$ cat src/logic/hdlc_status_pkg.sv
// Constants and carrier types for the HDLC link status register bank.
// Assumes one channel per instance; channel base is added by the caller.
package hdlc_status_pkg;

  // Register offsets for channel 1
  localparam logic [11:0] LATCHED_EVENT_OFS  = 12'h10e;
  localparam logic [11:0] EVENT_MASK_OFS     = 12'h10f;
  localparam logic [11:0] CURRENT_STATUS_OFS = 12'h116;

  // Reset values
  localparam logic [7:0] LATCHED_EVENT_RST = 8'h00;
  localparam logic [7:0] EVENT_MASK_RST    = 8'hff;
  localparam logic [7:0] STATUS_PREV_RST   = 8'h00;
  localparam logic [7:0] READ_DATA_RST     = 8'h00;

  // Field positions in the status, latch and mask registers
  localparam int RX_CODE_MSB   = 7;
  localparam int RX_CODE_LSB   = 5;
  localparam int TX_SERVICE    = 4;
  localparam int RX_FILL_MSB   = 3;
  localparam int RX_FILL_LSB   = 2;
  localparam int TX_FILL_MSB   = 1;
  localparam int TX_FILL_LSB   = 0;

  // Edge select bits: bit 1 arms rising edges, bit 0 arms falling edges
  localparam int EDGE_RISE_BIT = 1;
  localparam int EDGE_FALL_BIT = 0;

  // Receive message status codes
  localparam logic [2:0] RX_CODE_IDLE    = 3'h0;
  localparam logic [2:0] RX_CODE_START   = 3'h1;
  localparam logic [2:0] RX_CODE_VALID   = 3'h2;
  localparam logic [2:0] RX_CODE_CRC_ERR = 3'h3;
  localparam logic [2:0] RX_CODE_ABORT   = 3'h4;

  // Receive FIFO fill states
  localparam logic [1:0] RX_FILL_LOW  = 2'h0;
  localparam logic [1:0] RX_FILL_HALF = 2'h1;
  localparam logic [1:0] RX_FILL_FULL = 2'h2;
  localparam logic [1:0] RX_FILL_OVF  = 2'h3;

  // Transmit FIFO fill states
  localparam logic [1:0] TX_FILL_HIGH  = 2'h0;
  localparam logic [1:0] TX_FILL_LOW   = 2'h1;
  localparam logic [1:0] TX_FILL_OVWR  = 2'h2;
  localparam logic [1:0] TX_FILL_UNDER = 2'h3;

  // Conditions reported by the HDLC controllers and FIFOs
  typedef struct packed {
    logic rx_start;
    logic rx_valid;
    logic rx_crc_err;
    logic rx_abort;
    logic tx_msg_done;
    logic rx_fifo_half;
    logic rx_fifo_full;
    logic rx_fifo_ovf;
    logic tx_fifo_half_or_less;
    logic tx_fifo_overwrite;
    logic tx_fifo_underflow;
  } hdlc_cond_t;

  // Current status register layout
  typedef struct packed {
    logic [2:0] rx_message_status_code;
    logic       tx_service;
    logic [1:0] rx_fifo_fill_state;
    logic [1:0] tx_fifo_fill_state;
  } hdlc_status_t;

endpackage

$ cat src/logic/event_edge_latch.sv
// Per-bit edge detect and sticky latch for the status bank.
// Assumes status, write strobe and data all come from the same clock.
`timescale 1ns/1ps
`default_nettype none
module event_edge_latch (
  input  wire logic       i_clk,
  input  wire logic       i_sys_rst,
  input  wire logic [7:0] i_status,
  input  wire logic [1:0] i_edge_sel,
  input  wire logic       i_clr_wr,
  input  wire logic [7:0] i_clr_data,
  output logic      [7:0] o_latched
);

  logic [7:0] prev_r;
  logic [7:0] prev_nxt;
  logic [7:0] latched_r;
  logic [7:0] latched_nxt;

  genvar b;
  generate
    for (b = 0; b < 8; b++) begin : g_bit
      logic hit;
      always_comb begin
        hit = (i_edge_sel[hdlc_status_pkg::EDGE_RISE_BIT] & i_status[b] & ~prev_r[b]) |
              (i_edge_sel[hdlc_status_pkg::EDGE_FALL_BIT] & ~i_status[b] & prev_r[b]);
        prev_nxt[b] = i_status[b];
        // New edge beats a clearing write in the same cycle
        if (hit) begin
          latched_nxt[b] = 1'b1;
        end else if (i_clr_wr && !i_clr_data[b]) begin
          latched_nxt[b] = 1'b0;
        end else begin
          latched_nxt[b] = latched_r[b];
        end
      end
    end
  endgenerate

  always_ff @(posedge i_clk) begin
    if (i_sys_rst) begin
      prev_r    <= hdlc_status_pkg::STATUS_PREV_RST;
      latched_r <= hdlc_status_pkg::LATCHED_EVENT_RST;
    end else begin
      prev_r    <= prev_nxt;
      latched_r <= latched_nxt;
    end
  end

  assign o_latched = latched_r;

endmodule
`default_nettype wire

$ cat src/logic/hdlc_link_status_reporting.sv
// HDLC link status, latched event and mask registers for one channel.
// Assumes controller conditions are levels on i_clk; port strobes are one cycle.
// How it works
// set tx FIFO mask bits block their events
// rx status in bits 7-5, idle zero
// start of message reads code 001
// good short message or FIFO service flagged
// that condition uses code 010
// CRC failed message reads code 011
// abort sets rx code MSB
// bit 4 high when tx FIFO needs service
// rx fill 00 below half, 01 half+
// rx fill 10 full, 11 overflowed
// tx fill 00 above half, 01 half-
// tx fill 10 overwrite, 11 underflow
// latch on selected status edge
// write 0 clears latched bit until edge
// unmasked latched bit raises interrupt
`timescale 1ns/1ps
`default_nettype none
module hdlc_link_status_reporting (
  input  wire logic                        i_clk,
  input  wire logic                        i_sys_rst,
  input  wire hdlc_status_pkg::hdlc_cond_t i_cond,
  input  wire logic [1:0]                  i_edge_sel,
  input  wire logic [11:0]                 i_addr,
  input  wire logic                        i_wr,
  input  wire logic                        i_rd,
  input  wire logic [7:0]                  i_wr_data,
  output logic      [7:0]                  o_rd_data,
  output logic                             o_irq
);

  hdlc_status_pkg::hdlc_status_t status;
  logic [7:0]                    latched;
  logic [7:0]                    mask_r;
  logic [7:0]                    mask_nxt;
  logic [7:0]                    rd_data_r;
  logic [7:0]                    rd_data_nxt;
  logic                          wr_latch;
  logic                          wr_mask;

  // Current status encoding, most severe condition first
  always_comb begin
    if (i_cond.rx_abort) begin
      status.rx_message_status_code = hdlc_status_pkg::RX_CODE_ABORT;
    end else if (i_cond.rx_crc_err) begin
      status.rx_message_status_code = hdlc_status_pkg::RX_CODE_CRC_ERR;
    end else if (i_cond.rx_valid) begin
      status.rx_message_status_code = hdlc_status_pkg::RX_CODE_VALID; // see R4
    end else if (i_cond.rx_start) begin
      status.rx_message_status_code = hdlc_status_pkg::RX_CODE_START;
    end else begin
      status.rx_message_status_code = hdlc_status_pkg::RX_CODE_IDLE;
    end
    status.tx_service = i_cond.tx_msg_done | i_cond.tx_fifo_half_or_less;
    if (i_cond.rx_fifo_ovf) begin
      status.rx_fifo_fill_state = hdlc_status_pkg::RX_FILL_OVF;
    end else if (i_cond.rx_fifo_full) begin
      status.rx_fifo_fill_state = hdlc_status_pkg::RX_FILL_FULL;
    end else if (i_cond.rx_fifo_half) begin
      status.rx_fifo_fill_state = hdlc_status_pkg::RX_FILL_HALF;
    end else begin
      status.rx_fifo_fill_state = hdlc_status_pkg::RX_FILL_LOW;
    end
    if (i_cond.tx_fifo_underflow) begin
      status.tx_fifo_fill_state = hdlc_status_pkg::TX_FILL_UNDER;
    end else if (i_cond.tx_fifo_overwrite) begin
      status.tx_fifo_fill_state = hdlc_status_pkg::TX_FILL_OVWR;
    end else if (i_cond.tx_fifo_half_or_less) begin
      status.tx_fifo_fill_state = hdlc_status_pkg::TX_FILL_LOW;
    end else begin
      status.tx_fifo_fill_state = hdlc_status_pkg::TX_FILL_HIGH;
    end
  end

  assign wr_latch = i_wr && (i_addr == hdlc_status_pkg::LATCHED_EVENT_OFS);
  assign wr_mask  = i_wr && (i_addr == hdlc_status_pkg::EVENT_MASK_OFS);

  event_edge_latch u_latch (
    .i_clk      (i_clk),
    .i_sys_rst  (i_sys_rst),
    .i_status   (status),
    .i_edge_sel (i_edge_sel),
    .i_clr_wr   (wr_latch),
    .i_clr_data (i_wr_data),
    .o_latched  (latched)
  );

  // Register port; unmapped reads return zero
  always_comb begin
    mask_nxt    = wr_mask ? i_wr_data : mask_r;
    rd_data_nxt = rd_data_r;
    if (i_rd) begin
      case (i_addr)
        hdlc_status_pkg::LATCHED_EVENT_OFS:  rd_data_nxt = latched;
        hdlc_status_pkg::EVENT_MASK_OFS:     rd_data_nxt = mask_r;
        hdlc_status_pkg::CURRENT_STATUS_OFS: rd_data_nxt = status;
        default:                             rd_data_nxt = 8'h00;
      endcase
    end
  end

  always_ff @(posedge i_clk) begin
    if (i_sys_rst) begin
      mask_r    <= hdlc_status_pkg::EVENT_MASK_RST;
      rd_data_r <= hdlc_status_pkg::READ_DATA_RST;
    end else begin
      mask_r    <= mask_nxt;
      rd_data_r <= rd_data_nxt;
    end
  end

  // Combinational so the interrupt follows the latch without extra delay
  assign o_irq     = |(latched & ~mask_r); // see R15
  assign o_rd_data = rd_data_r;

endmodule
`default_nettype wire

$ cat config.mk
export PLATFORM = sky130hd
export DESIGN_NAME = hdlc_link_status_reporting
export DESIGN_NICKNAME = d
export VERILOG_FILES = /design/src/logic/hdlc_status_pkg.sv /design/src/logic/event_edge_latch.sv /design/src/logic/hdlc_link_status_reporting.sv
export SDC_FILE = /design/constraint.sdc
export NUM_CORES = 1
export LEC_CHECK = 0
export ABC_CLOCK_PERIOD_IN_PS = 2840
export BUFFER_PORTS_ARGS = -buffer_cell sky130_fd_sc_hd__clkbuf_2
export CAP_MARGIN = 20
export CORE_MARGIN = 1.5
export CORE_UTILIZATION = 55
export DETAILED_ROUTE_END_ITERATION = 8
export PLACE_DENSITY = 0.92
export RECOVER_POWER = 25
export SYNTH_ARGS = -nofsm -noshare
export SYNTH_HDL_FRONTEND = slang
export SYNTH_SLANG_ARGS = --single-unit
export TNS_END_PERCENT = 10
$ cat constraint.sdc
create_clock -name i_clk -period 2.84 [get_ports i_clk]
set_input_delay 0.142 -clock i_clk [delete_from_list [all_inputs] [get_ports i_clk]]
set_output_delay 0.142 -clock i_clk [all_outputs]
set_load 0.05 [all_outputs]
==> results.cfg, run 1 <==
[logic_synthesis]
yosys.area.top_type_share_pct = 39.88
syn_nets = 209
netlist_area_sq_mm = 0.001607
postSynthRegisterBits = 32
synth.distinct_cells = 33
postSynthCellCount = 172
netlist_top_cells_area = sky130_fd_sc_hd__dfxtp_1 (40%), sky130_fd_sc_hd__mux2i_1 (9.3%), sky130_fd_sc_hd__nor2_1 (6.1%), sky130_fd_sc_hd__or3b_2 (4.4%), sky130_fd_sc_hd__o31ai_2 (3.9%)
synth_flop_cell = sky130_fd_sc_hd__dfxtp_1
synth_warnings = 0
yosys.area.top_type = sky130_fd_sc_hd__dfxtp_1
post_synth.cell_area_avg_sq_um = 9.340
synth-edff-count = 0
synthArstFlopShare_pct = 0
ys_seq_area_share_pct = 39.88

[global_routing]
first_pass_grt_wire_length_mm = 5.899
antenna_violations_before_repair = 0
groute.usage.overall_pct = 23.51
grt_start_max_net_pins = 46
first_global_vias = 1389
grt_overflow_total = 0

[die]
area_of_the_die_sq_mm = 0.003254
placement_rows = 19
coreArea_sq_mm = 0.002758
io_pins = 46
chipWidth_um = 57.05
initial_core_util_pct = 58.26
floorplan.die.height_um = 57.05

[power]
cell_internal_pwr_uw = 636.9
switching_share_pct = 26.21
combPwrFrac_pct = 13.1
cellLeakagePower_nw = 0.7708
netSwitchingPower_uw = 226.2
totalPowerFinal_uw = 863.1
power_density_mw_per_mm2 = 457.1
vdd_ir_drop_max_uv = 323.8
seq_power_share_pct = 55.0
share_clk_of_total_power_pct = 31.8

[sta]
slew_headroom_pct = -30.87
finalWorstSetupSlack_ns = 1.084
setup_viol = 0
report.final.slew_viol_count = 46
rsz_0062_raised_after_global_routing = false
timing.setup.tns_ns = 0
period_minus_slack_ns = 1.756
max_slew.worst_pin.slew_ns = 1.963
fin_worst_skew_ns = 0.01963
min_period_over_period_pct = 61.82
hold_viol_final = 0
fmax_mhz = 569.6

[final_layout]
share_of_final_layout_standard_cells_stronger_than_drive_strength_1_pct = 31.80
area_growth_pct = 17.52
mostFrequentLayoutCells = sky130_fd_sc_hd__clkbuf_2 (42), sky130_fd_sc_hd__dfxtp_1 (32), sky130_fd_sc_hd__nor2_1 (26), sky130_fd_sc_hd__mux2i_1 (15), sky130_fd_sc_hd__inv_1 (11)
post-route-cell-area_sq_mm = 0.001888
layout_commonest_cell = sky130_fd_sc_hd__clkbuf_2
antenna_cells_inserted = 0
final_net_count = 253
num-fill-cells = 234

[cts]
cts_root_buf = sky130_fd_sc_hd__clkbuf_4
cts.repair.resized = 0
postCtsHoldBufs = 0
tritoncts_num_sinks = 32
postCtsSetupRepairBufs = 0
maximum_clock_insertion_buffer_count = 2
cts-htree-levels = 2
cts_buffers = 5
clk-insertion-delay-late_ns = 0.34
clk_pin_slew_ns = 0.11
clock_tree_from_tritoncts = done

[drt]
drt-initial-drc-count = 52
ant_nets = 0
drt_wl_total_mm = 3.664
route.detailed.vias_per_inst = 5.952
firstDrtPassIters = 4
post_drt_wl_per_cell_um = 14.77
detailroute.via_count = 1476
drcViolationCount = 0

[critical_path]
rr_startpoint = mask_r[6]
cp.required_ns = 3.00
crit_path_top_delay_cell = sky130_fd_sc_hd__clkbuf_1
endpoint_kind = flip-flop
worst-r2r-setup-slack_ns = 1.76
path_cells = clkbuf_1 > or3b_2 > o31ai_2
worstPathMaxFanout = 45
setup.worst_path.start_class = primary input
worst_path_largest_cell_delay_ns = 1.37
r2r_end = o_rd_data[6]
r2r.worst_path.cells = 3
crit_type = in2reg
data_arrival_time_of_the_critical_path_ns = 1.92

[placement]
port_buffers = 45
gp_routability_congestion = 0.8929
post_dp_cell_area_sq_mm = 0.001833
hpwl_mm = 2.797
placement.setup.worst_slack_ns = 1.263

[hold_path]
min-delay-start = i_wr_data[6]
cell_depth_of_the_worst_min_delay_path = 3
min_path_type = in2reg
whs_endpoint = mask_r[6]

[run]
drv_cap = 1

[run_status]
run_status = complete, but fails checks
failed_checks = max-capacitance violations, max-slew violations
==> Yosys cell counts (2+ instances only) <==
master and number:
sky130_fd_sc_hd__or3b_2 8, sky130_fd_sc_hd__nand3_1 4, sky130_fd_sc_hd__dfxtp_1 32, sky130_fd_sc_hd__nand2_1 3
sky130_fd_sc_hd__nor2b_1 2, sky130_fd_sc_hd__o22a_1 5, sky130_fd_sc_hd__a21oi_1 7, sky130_fd_sc_hd__nor3b_1 4
sky130_fd_sc_hd__mux2i_1 15, sky130_fd_sc_hd__o22ai_1 4, sky130_fd_sc_hd__a211oi_2 3, sky130_fd_sc_hd__o31ai_1 8
sky130_fd_sc_hd__nand2b_1 3, sky130_fd_sc_hd__a31oi_1 7, sky130_fd_sc_hd__inv_1 11, sky130_fd_sc_hd__clkbuf_1 7
sky130_fd_sc_hd__o31ai_2 5, sky130_fd_sc_hd__nor2_1 26, sky130_fd_sc_hd__o221a_1 3, sky130_fd_sc_hd__o21bai_1 2
==> per-stage QoR <==
step                hold slack [ns]  cells  util (%)
floorplan                    0.2702    172         -
global placement             0.4059    240     66.47
detailed placement           0.4188    240     66.47
CTS                         0.07378    248     68.60
global route                0.08224    248     68.47
finish                      0.07168    248     68.47
==> critical path, delay by kind of cell <==
family | cells | cell delay (ns)
AOI/OAI and AO/OA | 1 | 0.07
buffers and inverters | 1 | 1.37
and+or+nand+nor | 1 | 0.33
==> cell families (layout without fill, tap and decap cells) <==
kind of cell / after synthesis / after routing / synth area share [%]
compound gates: 47 / 47 / 23.60
buf+inv: 19 / 64 / 4.907
flops: 32 / 32 / 39.88
mux: 15 / 15 / 9.346
simple gates: 59 / 59 / 22.27
==> power groups by stage <==
stage	logic (mW)	registers (mW)	clock network, mW
2_1_floorplan	0.0680	0.483	0
3_3_place_gp	0.109	0.484	0
3_5_place_dp	0.112	0.486	0
4_1_cts	0.112	0.475	0.274
5_1_grt	0.125	0.477	0.293
6_report	0.113	0.475	0.275
==> metal layers <==
metal | vias up | GRT usage (%) | wire length [um]
met2 | 63 | 39.24 | 1715
met5 | - | 0 | 0
met4 | 0 | 12.29 | 125
li1 | 718 | - | -
met3 | 11 | 5.669 | 216
met1 | 684 | 28.00 | 1607
==> worst max path at each step <==
| stage | from | end | slack [ns] | cells after the start |
|---|---|---|---|---|
| CTS | mask_r[2] | o_irq | 1.10 | 3 |
| finish | i_sys_rst | o_rd_data[1] | 1.08 | 3 |
| global route | i_sys_rst | o_rd_data[1] | 0.95 | 3 |
| global placement | i_addr[9] | u_latch.o_latched[2] | 1.29 | 5 |
| floorplan | mask_r[2] | o_irq | 1.53 | 2 |
| detailed placement | i_addr[0] | o_rd_data[0] | 1.26 | 5 |
==> area by class of cell <==
class,count,area [sq um],area share (%)
clock buffers,8,58.81,3.115
inverters,11,41.29,2.187
multi-input cells,121,887.1,46.98
flip-flops and latches,32,640.6,33.93
well taps,31,38.79,2.054
repair buffers,45,221.5,11.73
==> sequential cells by signal, summed over array words and instances, names as in the netlist <==
| name | cells |
|---|---|
| u_latch.o_latched | 8 |
| mask_r | 8 |
| u_latch.prev_r | 8 |
| o_rd_data | 8 |
Power figures use the tool's default switching activity.
==> inputs of run 2 (changes only) <==
--- a/config.mk
+++ b/config.mk
@@ -5,13 +5,13 @@
 export SDC_FILE = /design/constraint.sdc
 export NUM_CORES = 1
 export LEC_CHECK = 0
-export ABC_CLOCK_PERIOD_IN_PS = 2840
+export ABC_CLOCK_PERIOD_IN_PS = 1770
 export BUFFER_PORTS_ARGS = -buffer_cell sky130_fd_sc_hd__clkbuf_2
 export CAP_MARGIN = 20
 export CORE_MARGIN = 1.5
-export CORE_UTILIZATION = 55
+export CORE_UTILIZATION = 51
 export DETAILED_ROUTE_END_ITERATION = 8
-export PLACE_DENSITY = 0.92
+export PLACE_DENSITY = 0.87
 export RECOVER_POWER = 25
 export SYNTH_ARGS = -nofsm -noshare
 export SYNTH_HDL_FRONTEND = slang
==> constraint.sdc (replaced) <==
create_clock -name i_clk -period 1.77 [get_ports i_clk]
set_input_delay 0.0885 -clock i_clk [delete_from_list [all_inputs] [get_ports i_clk]]
set_output_delay 0.0885 -clock i_clk [all_outputs]
set_load 0.05 [all_outputs]
==> run 2 against run 1 <==
  * The run now ends clean
  * Critical endpoint is now o_irq
  * Via count up 0.41%
  * Critical path depth unchanged
  * Largest cell class unchanged
  * Sequential cell count unchanged
  * Register-to-register slack lost 1.0 ns
  * Highest routed layer unchanged
  * First-iteration DRC count is 42% lower
==> results.cfg, run 2 (same netlist as run 1, synthesis figures left out) <==
[sta]
max_slew.worst_pin.slew_ns = 1.256
fmax_mhz = 591.2
period_minus_slack_ns = 1.691
fin_worst_skew_ns = 0.01947
slew_headroom_pct = 16.29
finalWorstSetupSlack_ns = 0.07851
worst_hold_slack_ns = 0.004645
min_period_over_period_pct = 95.56
hold_viol_final = 0
report.final.slew_viol_count = 0
setup_viol = 0
rsz_0062_raised_after_global_routing = false
timing.setup.tns_ns = 0

[critical_path]
data_arrival_time_of_the_critical_path_ns = 1.60
crit_path_top_delay_cell = sky130_fd_sc_hd__or4_1
worstPathMaxFanout = 3
path_cells = o22ai_1 > or4_1 > buf_2
setup.worst_path.start_class = flip-flop
crit_type = reg2out
cp.required_ns = 1.68
endpoint_kind = primary output
worst_path_largest_cell_delay_ns = 0.54

[drt]
ant_nets = 0
route.detailed.vias_per_inst = 5.614
drcViolationCount = 0
drt-initial-drc-count = 30
firstDrtPassIters = 4
post_drt_wl_per_cell_um = 14.14
detailroute.via_count = 1482
drt_wl_total_mm = 3.733

[power]
cellLeakagePower_nw = 0.7848
totalPowerFinal_mw = 1.365
vdd_ir_drop_max_uv = 645.3
power_density_mw_per_mm2 = 710.3

[global_routing]
groute.usage.overall_pct = 23.34
grt_overflow_total = 0
grt_start_max_net_pins = 32
first_global_vias = 1374
antenna_violations_before_repair = 0
first_pass_grt_wire_length_mm = 5.892

[cts]
clk_pin_slew_ns = 0.12
cts-htree-levels = 2
maximum_clock_insertion_buffer_count = 2
postCtsSetupRepairBufs = 0
tritoncts_num_sinks = 32
clk-insertion-delay-late_ns = 0.36
cts_buffers = 5
clock_tree_from_tritoncts = done
cts_root_buf = sky130_fd_sc_hd__clkbuf_4

[placement]
port_buffers = 45
gp_routability_congestion = 0.8141
hpwl_mm = 2.735
placement.setup.worst_slack_ns = 0.1940
post_dp_cell_area_sq_mm = 0.001864

[die]
floorplan.die.height_um = 59.13
area_of_the_die_sq_mm = 0.003496
placement_rows = 20
chipWidth_um = 59.13
coreArea_sq_mm = 0.003028
initial_core_util_pct = 53.06
io_pins = 46

[final_layout]
area_growth_pct = 19.63
post-route-cell-area_sq_mm = 0.001922
mostFrequentLayoutCells = sky130_fd_sc_hd__clkbuf_2 (41), sky130_fd_sc_hd__dfxtp_1 (32), sky130_fd_sc_hd__nor2_1 (26), sky130_fd_sc_hd__mux2i_1 (15), sky130_fd_sc_hd__inv_1 (11)
final_net_count = 256
layout_commonest_cell = sky130_fd_sc_hd__clkbuf_2
antenna_cells_inserted = 0
share_of_final_layout_standard_cells_stronger_than_drive_strength_1_pct = 32.27

[hold_path]
min_path_type = in2reg

[run_status]
run_status = finished clean

[run]
drv_cap = 0
[run 2: cell types whose count changed in the layout (fill, tap and decap cells not counted), sizes merged]
cell / change
clkinv: +3
clkbuf: -3
dlygate4sd3: +1
buf: +2
[run 2: per-layer routing]
layer / wire length, um / GRT usage [%] / part of all wire (%) / vias up
met4: 97 / 12.66 / 2.6 / 0
met3: 231 / 7.860 / 6.2 / 10
met1: 1627 / 26.94 / 44 / 694
met2: 1777 / 37.94 / 48 / 48
met5: 0 / 0 / 0 / -
li1: - / - / - / 730
[run 2: report_power, final]
| group | internal, mW | total [mW] | leakage (nW) | switching [mW] |
|---|---|---|---|---|
| logic | 0.0815 | 0.180 | 0.488 | 0.0984 |
| registers | 0.747 | 0.764 | 0.262 | 0.0170 |
| clock network | 0.152 | 0.422 | 0.0349 | 0.270 |
| total | 0.980 | 1.37 | 0.785 | 0.385 |
[run 2: critical path: cells and delay by family (launching register included)]
family,cells,cell delay [ns]
flip-flops,1,0.39
AND/OR/NAND/NOR,1,0.54
AO/OA/AOI/OAI,1,0.09
buffers and inverters,1,0.23
[run 2: stage by stage]
step | utilization (%) | cells
floorplan | - | 172
global placement | 61.57 | 255
detailed placement | 61.57 | 255
CTS | 63.43 | 263
global route | 63.47 | 264
finish | 63.47 | 264
[run 2: area by class of cell]
class	instances	area [sq um]
clock buffer	5	37.54
clock inverter	3	18.77
fill	279	1106
inverter	11	41.29
multi-input combinational	121	885.9
sequential	32	640.6
tap	44	55.05
timing repair buffer	48	242.7
[run 2: final timing paths]
check	endpoint	startpoint	cells after the start	slack, ns
hold / removal	u_latch.prev_r[4]	i_cond[6]	3	0.005
hold reg to reg	u_latch.o_latched[4]	u_latch.o_latched[4]	2	0.49
setup reg to reg	u_latch.o_latched[0]	u_latch.prev_r[0]	2	0.74
setup / recovery	o_irq	mask_r[6]	3	0.08
[run 2: timing repair]
| action | in CTS | in global routing |
|---|---|---|
| gates resized for setup | 0 | 1 |
| hold buffers | 0 | 1 |
| endpoints found under the hold margin | 0 | 1 |
| setup endpoints to repair | 0 | 1 |
